File: src/verilog/cef_cfg.svh
// Register offsets, field positions, reset values and bit-time counts of the error and sleep block.
`ifndef CEF_CFG_SVH
`define CEF_CFG_SVH

`define CEF_ADDR_W          8
`define CEF_OFF_MODE        8'h00
`define CEF_OFF_MASK        8'h04
`define CEF_OFF_STATUS      8'h08
`define CEF_OFF_ERRCNT      8'h0c

`define CEF_MODE_LPM_BIT    0
`define CEF_MODE_OVL_BIT    1
`define CEF_MODE_RESET      2'h0
`define CEF_MASK_RESET      13'h0000

`define CEF_SR_ACTIVE       0
`define CEF_SR_PASSIVE      1
`define CEF_SR_BUSOFF       2
`define CEF_SR_WARN         3
`define CEF_SR_SLEEP        4
`define CEF_SR_AWAKE        5
`define CEF_SR_ERR_LSB      8
`define CEF_SR_W            13
`define CEF_ECR_REC_LSB     0
`define CEF_ECR_TEC_LSB     16

`define CEF_WARN_LIMIT      96
`define CEF_PASSIVE_LIMIT   127
`define CEF_BUSOFF_LIMIT    255
`define CEF_REC_RETURN      119
`define CEF_TX_ERR_STEP     8
`define CEF_RECESSIVE_RUN   11
`define CEF_BUSOFF_SEQS     128
`define CEF_SUSPEND_BITS    8
`define CEF_STUFF_RUN       6
`define CEF_CRC_POLY        15'h4599

`endif

File: src/verilog/cef_pkg.sv
// Types shared by the error, fault confinement and sleep block.
package cef_pkg;

	// Position of the current bit within a frame, as reported by the protocol engine.
	typedef enum logic [3:0] {
		CEF_FLD_IDLE         = 4'h0,
		CEF_FLD_ARB          = 4'h1,
		CEF_FLD_DATA         = 4'h2,
		CEF_FLD_CRC          = 4'h3,
		CEF_FLD_CRC_DELIM    = 4'h4,
		CEF_FLD_ACK_SLOT     = 4'h5,
		CEF_FLD_ACK_DELIM    = 4'h6,
		CEF_FLD_EOF          = 4'h7,
		CEF_FLD_INTERMISSION = 4'h8,
		CEF_FLD_FLAG         = 4'h9,
		CEF_FLD_DELIM        = 4'ha
	} cef_field_t;

	typedef struct packed {
		logic       tick;
		cef_field_t field;
		logic [2:0] index;
		logic       last;
		logic       stuff;
		logic       transmitter;
		logic       tx_level;
	} cef_bit_info_t;

	typedef struct packed {
		logic tx_pending;
		logic tx_frame_ok;
		logic rx_frame_ok;
		logic rx_to_mailbox;
	} cef_frame_evt_t;

	typedef enum logic [4:0] {
		CEF_LP_SYNC  = 5'h01,
		CEF_LP_AWAKE = 5'h02,
		CEF_LP_DRAIN = 5'h04,
		CEF_LP_SLEEP = 5'h08,
		CEF_LP_WAKE  = 5'h10
	} cef_lp_t;

	typedef struct packed {
		cef_lp_t     lp;
		logic [8:0]  transmit_error_counter;
		logic [7:0]  receive_error_counter;
		logic [3:0]  rrun;
		logic [7:0]  bo_seqs;
		logic [2:0]  srun;
		logic        last_bit;
		logic [14:0] crc;
		logic        crc_bad;
		logic [4:0]  errs;
		logic        err_start;
		logic        ovl_start;
		logic [3:0]  susp;
		logic        low_power_request;
		logic        ovl_en;
		logic [12:0] mask;
		logic [31:0] rdata;
		logic [1:0]  rx_sync;
	} cef_state_t;

endpackage : cef_pkg

File: src/verilog/cef_error_fault_sleep.sv
// Error detection, fault confinement, overload and low-power control of a CAN controller.
//
// Design decisions made here: the address map and the address-and-strobe port.
`timescale 1ns/1ps
`default_nettype none
`include "cef_cfg.svh"

// How it works
// Compute the 15-bit CRC from start of frame to data end; mismatch flags crc error.
// Six equal levels in the stuffed region flag a stuffing error and start an error frame.
// A transmitted level read back differently flags a bit error and starts an error frame.
// Dominant level in CRC delimiter, ACK delimiter or end of frame is a form error.
// Transmitter finding the acknowledge slot recessive flags an acknowledge error.
// Separate transmit and receive error counters, readable in the error counter register.
// Start error active, go passive on accumulated errors, bus-off on extreme accumulation.
// Passive sends passive error flags and waits after sending; bus-off never drives.
// Either counter above 96 sets the warning bit while staying error active.
// Warning, bus-off, active and passive bits follow the counters, never latched.
// Active reads 1,0,0; passive reads 0,1,0; bus-off reads 0,1,1.
// Bus-off ends only after 128 runs of 11 recessive bits, or reset.
// Each status interrupt stays pending while its bit and mask bit are set.
// Dominant bit in early intermission, last end bit or last delimiter bit starts overload.
// With overload request enabled, send an overload frame after each mailbox message.
// Reactive overload works always and never raises an error counter.
// Asleep: no transmit, no receive, mailboxes inactive, counters stopped.
// Sleep and awake exclusive, both low after reset; awake needs 11 recessive bits.
// Low-power request enters sleep once pending transmissions end, then sets sleep.
// Awake setting clears sleep, sleep setting clears awake.
// Software waits for sleep before stopping the controller clock.
// Clearing the request resynchronises on 11 recessive bits, then sets awake.
// After wake, transmit only after the recessive run; a busy bus frame is discarded.
// Standard CAN polynomial and counter steps: +1 receive, +8 transmit, -1 success.
module cef_error_fault_sleep #(
	parameter int RECESSIVE_RUN = `CEF_RECESSIVE_RUN,
	parameter int BUSOFF_SEQS   = `CEF_BUSOFF_SEQS,
	parameter int SUSPEND_BITS  = `CEF_SUSPEND_BITS
) (
	// Clock and reset.
	input  wire logic                    sys_clk_in,
	input  wire logic                    rst_n_in,
	// Register port.
	input  wire logic [`CEF_ADDR_W-1:0]  reg_addr_in,
	input  wire logic [31:0]             reg_wdata_in,
	input  wire logic                    reg_wr_in,
	input  wire logic                    reg_rd_in,
	output logic      [31:0]             reg_rdata_out,
	// Bus pin and protocol engine.
	input  wire logic                    can_rx_in,
	input  wire cef_pkg::cef_bit_info_t  bit_info_in,
	input  wire cef_pkg::cef_frame_evt_t frame_evt_in,
	// Controls to the protocol engine.
	output logic                         error_frame_start_out,
	output logic                         error_flag_passive_out,
	output logic                         overload_frame_start_out,
	output logic                         bus_drive_enable_out,
	output logic                         tx_permit_out,
	output logic                         rx_enable_out,
	output logic                         irq_pending_out
);
	import cef_pkg::*;

	initial begin
		if (RECESSIVE_RUN < 1 || RECESSIVE_RUN > 15)
			$error("RECESSIVE_RUN must lie in 1..15");
		if (BUSOFF_SEQS < 1 || BUSOFF_SEQS > 255)
			$error("BUSOFF_SEQS must lie in 1..255");
		if (SUSPEND_BITS < 0 || SUSPEND_BITS > 15)
			$error("SUSPEND_BITS must lie in 0..15");
	end

	cef_state_t s;
	cef_state_t next_s;

	logic              rx;
	logic              tick;
	logic              busoff;
	logic              passive;
	logic              active;
	logic              warn;
	logic              sleeping;
	logic              awake;
	logic [`CEF_SR_W-1:0] status;
	logic              in_stuffed;
	logic              crc_feed;
	logic              crc_bit;
	logic              e_crc;
	logic              e_stuff;
	logic              e_bit;
	logic              e_form;
	logic              e_ack;
	logic              any_err;
	logic              reactive_ovl;
	logic              run_done;

	// Two stages keep the asynchronous bus level away from all decisions.
	assign rx       = s.rx_sync[1];
	assign tick     = bit_info_in.tick;
	assign sleeping = (s.lp == CEF_LP_SLEEP) || (s.lp == CEF_LP_WAKE);
	assign awake    = (s.lp == CEF_LP_AWAKE) || (s.lp == CEF_LP_DRAIN);

	assign busoff  = (s.transmit_error_counter > 9'(`CEF_BUSOFF_LIMIT));
	assign passive = busoff || (s.transmit_error_counter > 9'(`CEF_PASSIVE_LIMIT))
		|| (s.receive_error_counter > 8'(`CEF_PASSIVE_LIMIT));
	assign active  = !passive;
	assign warn    = active && ((s.transmit_error_counter > 9'(`CEF_WARN_LIMIT))
		|| (s.receive_error_counter > 8'(`CEF_WARN_LIMIT)));

	// Counter-derived bits are combinational so they never lag the counters.
	always_comb begin
		status = '0;
		status[`CEF_SR_ACTIVE]  = active;
		status[`CEF_SR_PASSIVE] = passive;
		status[`CEF_SR_BUSOFF]  = busoff;
		status[`CEF_SR_WARN]    = warn;
		status[`CEF_SR_SLEEP]   = sleeping;
		status[`CEF_SR_AWAKE]   = awake;
		status[`CEF_SR_ERR_LSB +: 5] = s.errs;
	end

	assign in_stuffed = (bit_info_in.field == CEF_FLD_ARB) || (bit_info_in.field == CEF_FLD_DATA)
		|| (bit_info_in.field == CEF_FLD_CRC);
	assign crc_feed = tick && !bit_info_in.stuff
		&& ((bit_info_in.field == CEF_FLD_ARB) || (bit_info_in.field == CEF_FLD_DATA));
	assign crc_bit  = rx ^ s.crc[14];
	assign run_done = (s.rrun == 4'(RECESSIVE_RUN - 1)) && tick && rx;

	// Detection is live only while the node may take part on the bus.
	always_comb begin
		e_crc   = 1'b0;
		e_stuff = 1'b0;
		e_bit   = 1'b0;
		e_form  = 1'b0;
		e_ack   = 1'b0;
		if (tick && awake && !busoff) begin
			if (bit_info_in.field == CEF_FLD_CRC_DELIM && s.crc_bad)
				e_crc = 1'b1;
			if (in_stuffed && rx == s.last_bit
				&& s.srun == 3'(`CEF_STUFF_RUN - 1))
				e_stuff = 1'b1;
			if (bit_info_in.transmitter && rx != bit_info_in.tx_level
				&& bit_info_in.field != CEF_FLD_ACK_SLOT
				&& !(bit_info_in.field == CEF_FLD_ARB && bit_info_in.tx_level))
				e_bit = 1'b1;
			if (!rx && (bit_info_in.field == CEF_FLD_CRC_DELIM
				|| bit_info_in.field == CEF_FLD_ACK_DELIM
				|| (bit_info_in.field == CEF_FLD_EOF
				&& !(bit_info_in.last && !bit_info_in.transmitter))))
				e_form = 1'b1;
			if (bit_info_in.transmitter && bit_info_in.field == CEF_FLD_ACK_SLOT && rx)
				e_ack = 1'b1;
		end
	end

	assign any_err = e_crc | e_stuff | e_bit | e_form | e_ack;

	always_comb begin
		reactive_ovl = 1'b0;
		if (tick && awake && !busoff && !rx) begin
			if (bit_info_in.field == CEF_FLD_INTERMISSION && bit_info_in.index < 3'h2)
				reactive_ovl = 1'b1;
			if (bit_info_in.field == CEF_FLD_EOF && bit_info_in.last
				&& !bit_info_in.transmitter)
				reactive_ovl = 1'b1;
			if (bit_info_in.field == CEF_FLD_DELIM && bit_info_in.last)
				reactive_ovl = 1'b1;
		end
	end

	always_comb begin
		next_s = s;
		next_s.rx_sync   = {s.rx_sync[0], can_rx_in};
		next_s.err_start = any_err;
		next_s.ovl_start = reactive_ovl
			|| (s.ovl_en && frame_evt_in.rx_to_mailbox && awake);
		next_s.rdata     = '0;

		// A raised error flag wins over a status read in the same cycle.
		if (reg_rd_in && reg_addr_in == `CEF_OFF_STATUS)
			next_s.errs = '0;
		next_s.errs = next_s.errs | {e_ack, e_form, e_bit, e_stuff, e_crc};

		// CRC over destuffed bits, then bitwise comparison against the read-back field.
		if (tick) begin
			if (bit_info_in.field == CEF_FLD_IDLE) begin
				next_s.crc     = '0;
				next_s.crc_bad = 1'b0;
			end else if (crc_feed) begin
				next_s.crc = {s.crc[13:0], 1'b0} ^ (crc_bit ? `CEF_CRC_POLY : 15'h0000);
			end else if (bit_info_in.field == CEF_FLD_CRC && !bit_info_in.stuff) begin
				if (rx != s.crc[14])
					next_s.crc_bad = 1'b1;
				next_s.crc = {s.crc[13:0], 1'b0};
			end
		end

		// Run length of equal levels inside the stuffed region.
		if (tick) begin
			next_s.last_bit = rx;
			if (!in_stuffed || rx != s.last_bit)
				next_s.srun = 3'h1;
			else if (s.srun != 3'h7)
				next_s.srun = s.srun + 3'h1;
		end

		// Shared recessive-run counter for synchronisation and bus-off recovery.
		if (tick) begin
			if (!rx || run_done)
				next_s.rrun = '0;
			else
				next_s.rrun = s.rrun + 4'h1;
		end

		// Fault confinement counters, frozen while asleep.
		if (!sleeping && awake) begin
			if (busoff) begin
				if (run_done) begin
					if (s.bo_seqs == 8'(BUSOFF_SEQS - 1)) begin
						next_s.bo_seqs = '0;
						next_s.transmit_error_counter     = '0;
						next_s.receive_error_counter     = '0;
					end else begin
						next_s.bo_seqs = s.bo_seqs + 8'h01;
					end
				end
			end else if (any_err) begin
				if (bit_info_in.transmitter)
					next_s.transmit_error_counter = s.transmit_error_counter + 9'(`CEF_TX_ERR_STEP);
				else if (s.receive_error_counter != 8'hff)
					next_s.receive_error_counter = s.receive_error_counter + 8'h01;
			end else if (frame_evt_in.tx_frame_ok) begin
				if (s.transmit_error_counter != 9'h000)
					next_s.transmit_error_counter = s.transmit_error_counter - 9'h001;
			end else if (frame_evt_in.rx_frame_ok) begin
				if (s.receive_error_counter > 8'(`CEF_PASSIVE_LIMIT))
					next_s.receive_error_counter = 8'(`CEF_REC_RETURN);
				else if (s.receive_error_counter != 8'h00)
					next_s.receive_error_counter = s.receive_error_counter - 8'h01;
			end
		end

		// An error passive transmitter holds off its next frame.
		if (frame_evt_in.tx_frame_ok && passive)
			next_s.susp = 4'(SUSPEND_BITS);
		else if (tick && s.susp != 4'h0)
			next_s.susp = s.susp - 4'h1;

		// Low-power sequencing.
		case (s.lp)
			CEF_LP_SYNC: begin
				if (run_done)
					next_s.lp = CEF_LP_AWAKE;
			end
			CEF_LP_AWAKE: begin
				if (s.low_power_request)
					next_s.lp = CEF_LP_DRAIN;
			end
			CEF_LP_DRAIN: begin
				// Frames still arrive here; entry waits for an empty transmit queue and an idle bus.
				if (!s.low_power_request)
					next_s.lp = CEF_LP_AWAKE;
				else if (!frame_evt_in.tx_pending && bit_info_in.field == CEF_FLD_IDLE)
					next_s.lp = CEF_LP_SLEEP;
			end
			CEF_LP_SLEEP: begin
				// The run restarts so recessive bits seen while asleep never shorten the resync.
				if (!s.low_power_request) begin
					next_s.lp   = CEF_LP_WAKE;
					next_s.rrun = '0;
				end
			end
			CEF_LP_WAKE: begin
				// A frame already on the bus is dropped; sync waits for its interframe gap.
				if (run_done)
					next_s.lp = CEF_LP_AWAKE;
			end
			default: begin
				next_s.lp = CEF_LP_SYNC;
			end
		endcase
		if (sleeping)
			next_s.susp = '0;

		// Register port.
		if (reg_wr_in) begin
			case (reg_addr_in)
				`CEF_OFF_MODE: begin
					next_s.low_power_request    = reg_wdata_in[`CEF_MODE_LPM_BIT];
					next_s.ovl_en = reg_wdata_in[`CEF_MODE_OVL_BIT];
				end
				`CEF_OFF_MASK: begin
					next_s.mask = reg_wdata_in[`CEF_SR_W-1:0];
				end
				default: begin
				end
			endcase
		end
		if (reg_rd_in) begin
			case (reg_addr_in)
				`CEF_OFF_MODE: begin
					next_s.rdata[`CEF_MODE_LPM_BIT] = s.low_power_request;
					next_s.rdata[`CEF_MODE_OVL_BIT] = s.ovl_en;
				end
				`CEF_OFF_MASK: begin
					next_s.rdata[`CEF_SR_W-1:0] = s.mask;
				end
				`CEF_OFF_STATUS: begin
					next_s.rdata[`CEF_SR_W-1:0] = status;
				end
				`CEF_OFF_ERRCNT: begin
					next_s.rdata[`CEF_ECR_REC_LSB +: 8] = s.receive_error_counter;
					next_s.rdata[`CEF_ECR_TEC_LSB +: 9] = s.transmit_error_counter;
				end
				default: begin
				end
			endcase
		end
	end

	always_ff @(posedge sys_clk_in) begin
		if (!rst_n_in) begin
			s         <= '0;
			s.lp      <= CEF_LP_SYNC;
			s.rx_sync <= 2'h3;
			s.low_power_request     <= 1'(`CEF_MODE_RESET >> `CEF_MODE_LPM_BIT);
			s.mask    <= `CEF_MASK_RESET;
		end else begin
			s <= next_s;
		end
	end

	assign reg_rdata_out            = s.rdata;
	assign error_frame_start_out    = s.err_start;
	assign overload_frame_start_out = s.ovl_start;
	assign error_flag_passive_out   = passive;
	assign bus_drive_enable_out     = awake && !busoff;
	assign tx_permit_out            = awake && !busoff && !s.low_power_request && s.susp == 4'h0;
	assign rx_enable_out            = awake;
	assign irq_pending_out          = |(status & s.mask);

endmodule : cef_error_fault_sleep
`default_nettype wire

File: config.mk
export PLATFORM = sky130hd
export DESIGN_NAME = cef_error_fault_sleep
export DESIGN_NICKNAME = d
export VERILOG_FILES = /design/src/verilog/cef_pkg.sv /design/src/verilog/cef_error_fault_sleep.sv
export VERILOG_INCLUDE_DIRS = /design/src /design/src/verilog
export SDC_FILE = /design/constraint.sdc
export NUM_CORES = 1
export LEC_CHECK = 0
export BUFFER_PORTS_ARGS = -buffer_cell sky130_fd_sc_hd__clkbuf_2
export CAP_MARGIN = 30
export CORE_MARGIN = 4
export CORE_UTILIZATION = 35
export CTS_BUF_LIST = sky130_fd_sc_hd__clkbuf_4 sky130_fd_sc_hd__clkbuf_8
export DETAILED_ROUTE_END_ITERATION = 16
export SYNTH_ARGS = -nofsm -noshare
export SYNTH_HDL_FRONTEND = slang
export SYNTH_SLANG_ARGS = --single-unit
File: constraint.sdc
create_clock -name sys_clk_in -period 7 [get_ports sys_clk_in]
set_input_delay 1.05 -clock sys_clk_in [delete_from_list [all_inputs] [get_ports sys_clk_in]]
set_output_delay 1.05 -clock sys_clk_in [all_outputs]
set_load 0.01 [all_outputs]
### Word level (Yosys, flattened, before mapping)

Cells that the tools add are included.

* register bits after elaboration: 114
* bits in latches: 0
* RAM bits: 0
* ROM bits: 0
* output and inout bits: 39
* word-level logic and storage cells: 222
* memories: 0

* add/subtract/negate cells: 8
* multiply operators: 0
* divide/modulo/power cells: 0
* order comparisons: 6
* equality and inequality tests: 38
* shift operators: 0
* mux-type cells: 52
* bitwise logic cells: 9
* reduce and logical (&&, ||, !) cells: 88

Operator list (number)
* $mux 17: 4
* $mux 8: 7
* $logic_and 1x1->1: 35
* $mux 16: 2
* $mux 15: 2
* $mux 5: 6
* $mux 9: 3
* $mux 4: 6
* $pmux 5 s4: 1
* $gt 9x7->1 const B: 2
* $pmux 6 s3: 1
* $add 8x1->8 const B: 2
* $eq 4x3->1 const B: 4
* $eq 8x4->1 const B: 2
* $gt 8x7->1 const B: 2
* $mux 1: 16
* $xor 15x15->15: 1
* $and 13x13->13: 1
* $reduce_or 13->1: 1
* $eq 4x4->1 const B: 3
* $logic_or 1x1->1: 12
* $reduce_bool 3->1: 4
* $logic_not 1->1: 11
* $pmux 5 s2: 1
* 46 further kinds: 72

### Depth between registers and ports, before layout

* word-level depth: 13
* depth in mapped cells: 10

### Worst setup path before layout

Ideal clock, no wire load.

* path type: input port to flip-flop
* from: input bit_info_in[7] (netlist bit)
* to: register s[108] (netlist bit)
* library setup time: 0.070 ns
* data arrival time: 2.821 ns
* path slack: 4.109 ns
* stages: 8
* buffers on the path: 1
* path through: buf_4 and4bb_1 o32ai_2 a2111oi_4 nor2_2 mux2_1 or3_1 a21boi_1

* cells in the longest elaborated chain, start to end: 13
* elaborated cells on any way between the ends: 43
* those cells by class: eq/ne: 9; mux: 12; bitwise: 4; reduce/logical: 18

RTL lines
* start: declaration: line cef_error_fault_sleep.sv:49 `input wire cef_pkg::cef_bit_info_t bit_info_in,`
* $eq 4x1->1 / $eq 4x2->1 (equally long branches): line cef_error_fault_sleep.sv:120, cef_error_fault_sleep.sv:142
* $logic_or 1x1->1: line cef_error_fault_sleep.sv:120 `assign in_stuffed = (bit_info_in.field == CEF_FLD_ARB) || (bit_info_in.field == CEF_FLD_DATA)`
* $logic_or 1x1->1: line cef_error_fault_sleep.sv:121 `|| (bit_info_in.field == CEF_FLD_CRC);`
* $logic_and 1x1->1 (2 in a row): line cef_error_fault_sleep.sv:137 `if (in_stuffed && rx == s.last_bit`
* $mux 1: line cef_error_fault_sleep.sv:137
* $mux 1: line cef_error_fault_sleep.sv:134 `if (tick && awake && !busoff) begin`
* $or 1x1->1 (3 in a row): line cef_error_fault_sleep.sv:154 `assign any_err = e_crc | e_stuff | e_bit | e_form | e_ack;`
* $or 1x1->1 (*): line cef_error_fault_sleep.sv:154
* $ne 3x3->1 (no line), or another cell as far along
* $reduce_and 6->1 (no line) / $mux 17 (equally long branches)
* end signal: assignment: line cef_error_fault_sleep.sv:327 `s <= next_s;`
* end: declaration: line cef_error_fault_sleep.sv:71 `cef_state_t s;`

Every way passes the cells marked *; elsewhere a longest branch is shown, timed or not.
A chain may end at the register's enable or synchronous reset.

### Worst setup path after layout

* from: register s[104] (netlist bit)
* to: output irq_pending_out

* cells in the longest elaborated chain, start to end: 7
* elaborated cells on any way between the ends: 10
* those cells by class: order compare: 3; bitwise: 1; reduce/logical: 6

RTL lines
* $gt 9x8->1 / $gt 9x7->1 (equally long branches): line cef_error_fault_sleep.sv:101, cef_error_fault_sleep.sv:102
* $logic_or 1x1->1 (2 in a row): line cef_error_fault_sleep.sv:102 `` assign passive = busoff || (s.transmit_error_counter > 9'(`CEF_PASSIVE_LIMIT)) ``
* $logic_not 1->1: line cef_error_fault_sleep.sv:104 `assign active = !passive;`
* $logic_and 1x1->1: line cef_error_fault_sleep.sv:105 `` assign warn = active && ((s.transmit_error_counter > 9'(`CEF_WARN_LIMIT)) ``
* $and 13x13->13 (*): line cef_error_fault_sleep.sv:338 `assign irq_pending_out = |(status & s.mask);`
* $reduce_or 13->1 (*): line cef_error_fault_sleep.sv:338
* end: declaration: line cef_error_fault_sleep.sv:58 `output logic irq_pending_out`

Marked as above.

==> impl_metrics.json <==
{
  "crit_type": "flip-flop to output port",
  "drive_gt1_frac": 0.1534,
  "die_x_um": 138.5,
  "cts_setup_buffers": 0,
  "cts-resized-gates": 0,
  "routed_wl_um": 14460,
  "ys_async_sr_fraction": 0,
  "io_pins": 100,
  "h-tree-depth": 3,
  "vias": 5068,
  "netSwitchingPower_mw": 0.3597,
  "ff2ff_path_depth": 8,
  "syn_area_per_cell_sq_um": 8.254,
  "worstMarginPinSlew_ps": 940.8,
  "die_area_sq_um": 19180,
  "combPwrFrac": 0.159,
  "wl_per_cell_um": 15.02,
  "relSlewSlack": 0.3728,
  "drtIter0Drc": 262,
  "core_area_sq_um": 16640,
  "seqCellArea_sq_um": 2082,
  "grt_pass1_vias": 4648,
  "dp_hpwl_um": 10520,
  "holdPathStages": 1,
  "ir_worst_vdd_mv": 0.1423,
  "period_share": 0.5381,
  "row_count": 47,
  "setup-tns-final_ps": 0,
  "syn-cell-area_sq_um": 5959,
  "clkSlewWorstSetupHoldPaths_ps": 110,
  "cp_max_fo": 21,
  "ys_ff_latch": 104,
  "slew_violations": 0,
  "antenna_found_initial": 0,
  "ys.flop_type": "dfxtp_1",
  "layout.nets": 814,
  "postSynthCellCount": 722,
  "worst-r2r-setup-slack_ps": 3770,
  "max_freq_ghz": 0.2655,
  "synth_cell_types": 86,
  "viasPerCell": 5.263,
  "pwr-share-seq": 0.512,
  "p_leak_nw": 2.362,
  "p_per_area_nw_per_um2": 191.5,
  "ant_nets": 0,
  "gp_congestion": 0.8274,
  "start_kind": "flip-flop",
  "initial_core_util": 0.3581,
  "ys_seq_area_frac": 0.3494,
  "clkPwrFrac": 0.329,
  "rsz0062_at_grt": "false",
  "finalSetupViolCount": 0,
  "status": "completed",
  "ctsHoldBuffers": 0,
  "area_growth_pct": 7.516,
  "swShare": 0.2931,
  "endpoint_kind": "output port",
  "hold_viol": 0,
  "antenna_cells": 0,
  "ys_warn_count": 0,
  "grt_pass1_wl_um": 23910,
  "fp.dieH_um": 138.5,
  "cts_tree": "yes",
  "drc": 0,
  "cell_internal_pwr_mw": 0.8674,
  "clock_sinks": 104,
  "cts_buffers": 9,
  "arrival_ps": 2720,
  "gr-usage-all-layers": 0.1497,
  "cap_violations": 0,
  "clk_latency_ps": 390,
  "multi_input_area_sq_um": 3374,
  "design_area_sq_um": 6407,
  "hold_path.class": "flip-flop to flip-flop",
  "synth_edf_count": 0,
  "drt_pass1_iterations": 5,
  "placed_area_sq_um": 6197,
  "clockRootBuffer": "clkbuf_8",
  "required_ps": 5950,
  "cts_max_path_buffers": 2,
  "numPortBuffers": 69,
  "grt-ovfl-total": 0,
  "fin_skew_ps": 13.14,
  "nFillCells": 1730,
  "post-route-min-period_ps": 3767,
  "grt_max_degree": 79
}
-- per-stage QoR --
step	setup slack [ps]	instances	hold WS (ps)	utilization	power, mW
2_1_floorplan	4109	731	386.3	-	0.7987
3_3_place_gp	3338	946	398.7	0.3719	0.8359
3_5_place_dp	3330	947	411.1	0.3724	0.8368
4_1_cts	3213	963	434.2	0.3850	1.245
5_1_grt	2963	963	440.1	0.3850	1.299
6_report	3233	963	426.3	0.3850	1.227
-- cell usage after synthesis (all sizes together) (4+ instances only) --
| cell | instances | share of area |
|---|---|---|
| a211oi | 4 | 0.0050 |
| a21boi | 34 | 0.045 |
| a21oi | 25 | 0.021 |
| a22oi | 14 | 0.018 |
| a311oi | 4 | 0.0059 |
| a31oi | 6 | 0.0063 |
| and2 | 16 | 0.017 |
| and3 | 12 | 0.013 |
| buf | 51 | 0.059 |
| clkbuf | 27 | 0.017 |
| dfxtp | 104 | 0.35 |
| ha | 15 | 0.031 |
| inv | 22 | 0.014 |
| mux2i | 13 | 0.022 |
| nand2 | 80 | 0.050 |
| nand2b | 4 | 0.0042 |
| nand3 | 48 | 0.040 |
| nand3b | 4 | 0.0050 |
| nand4 | 6 | 0.0063 |
| nand4b | 4 | 0.0069 |
| nor2 | 51 | 0.033 |
| nor2b | 13 | 0.014 |
| nor3 | 25 | 0.023 |
| nor3b | 6 | 0.0076 |
| nor4 | 11 | 0.015 |
| o211ai | 6 | 0.0099 |
| o21ai | 28 | 0.024 |
| o31ai | 5 | 0.0086 |
| or2 | 4 | 0.0042 |
| or3 | 9 | 0.0094 |
| xnor2 | 13 | 0.019 |
| xor2 | 8 | 0.013 |
-- placed cells by master, fill, tap and decap left out, types with 12 or more instances in the layout --
master / Yosys / routed
nand3_1: 48 / 48
a21boi_0: 27 / 27
o21ai_0: 24 / 24
and2_1: 15 / 15
a22oi_1: 14 / 14
mux2i_1: 13 / 13
nor2_1: 49 / 49
a21oi_1: 25 / 25
nand2_1: 80 / 80
clkbuf_2: 0 / 69
nor2b_1: 12 / 12
ha_1: 15 / 15
inv_1: 22 / 22
nor3_1: 23 / 23
xnor2_1: 13 / 13
dfxtp_1: 104 / 104
-- worst max-delay path: stages, from the launching register on --
cell and delay [ps]:
dfxtp_1 520, ha_1 230, and4_1 290, a41o_1 830, nand2_1 130, o2111ai_1 150, clkbuf_2 170
-- cells by family after synthesis --
| family | count (synthesis) | synth area share |
|---|---|---|
| compound gates | 161 | 0.2032 |
| mux | 16 | 0.02750 |
| xor+xnor | 21 | 0.03212 |
| other cells | 1 | 0.0006293 |
| buf+inv | 100 | 0.09007 |
| simple gates | 304 | 0.2656 |
| fa+ha+maj | 15 | 0.03149 |
| flops | 104 | 0.3494 |
-- per-layer routing --
| layer | routed length [um] | vias up | GRT usage | share of wire |
|---|---|---|---|---|
| met4 | 275 | 0 | 0.04108 | 0.019 |
| met3 | 620 | 19 | 0.03936 | 0.043 |
| met2 | 6863 | 108 | 0.2449 | 0.47 |
| met5 | 0 | - | 0 | 0 |
| li1 | - | 2549 | - | - |
| met1 | 6703 | 2392 | 0.1960 | 0.46 |
-- sequential cells by signal (all words and copies together) (netlist names) --
name / cells
rx: 1
next_s: 1
s: 78
overload_frame_start_out: 1
reg_rdata_out: 22
error_frame_start_out: 1
-- final timing paths --
path / from / to
max reg2reg: s[104]$_SDFFE_PN0P_ / s[99]$_SDFFE_PN0P_
min reg2reg: next_s[1]$_SDFF_PN1_ / rx$_SDFF_PN1_
min: next_s[1]$_SDFF_PN1_ / rx$_SDFF_PN1_
max: s[104]$_SDFFE_PN0P_ / irq_pending_out
-- layout make-up --
type                            instances  share of cell area
Multi-Input combinational cell        527              0.5267
Sequential cell                       104              0.3249
Timing Repair Buffer                   74             0.05975
Tap cell                              220             0.04296
Clock buffer                           10             0.02148
Inverter                               22             0.01289
Clock inverter                          6             0.01133
-- power groups by stage --
stage          logic [mW]  registers [mW]  clock network (mW)
6_report            0.195           0.628               0.404
5_1_grt             0.223           0.631               0.445
4_1_cts             0.196           0.628               0.421
3_5_place_dp        0.195           0.642                   0
3_3_place_gp        0.194           0.642                   0
2_1_floorplan       0.171           0.627                   0
No activity file was read; power rests on OpenSTA's default activity.
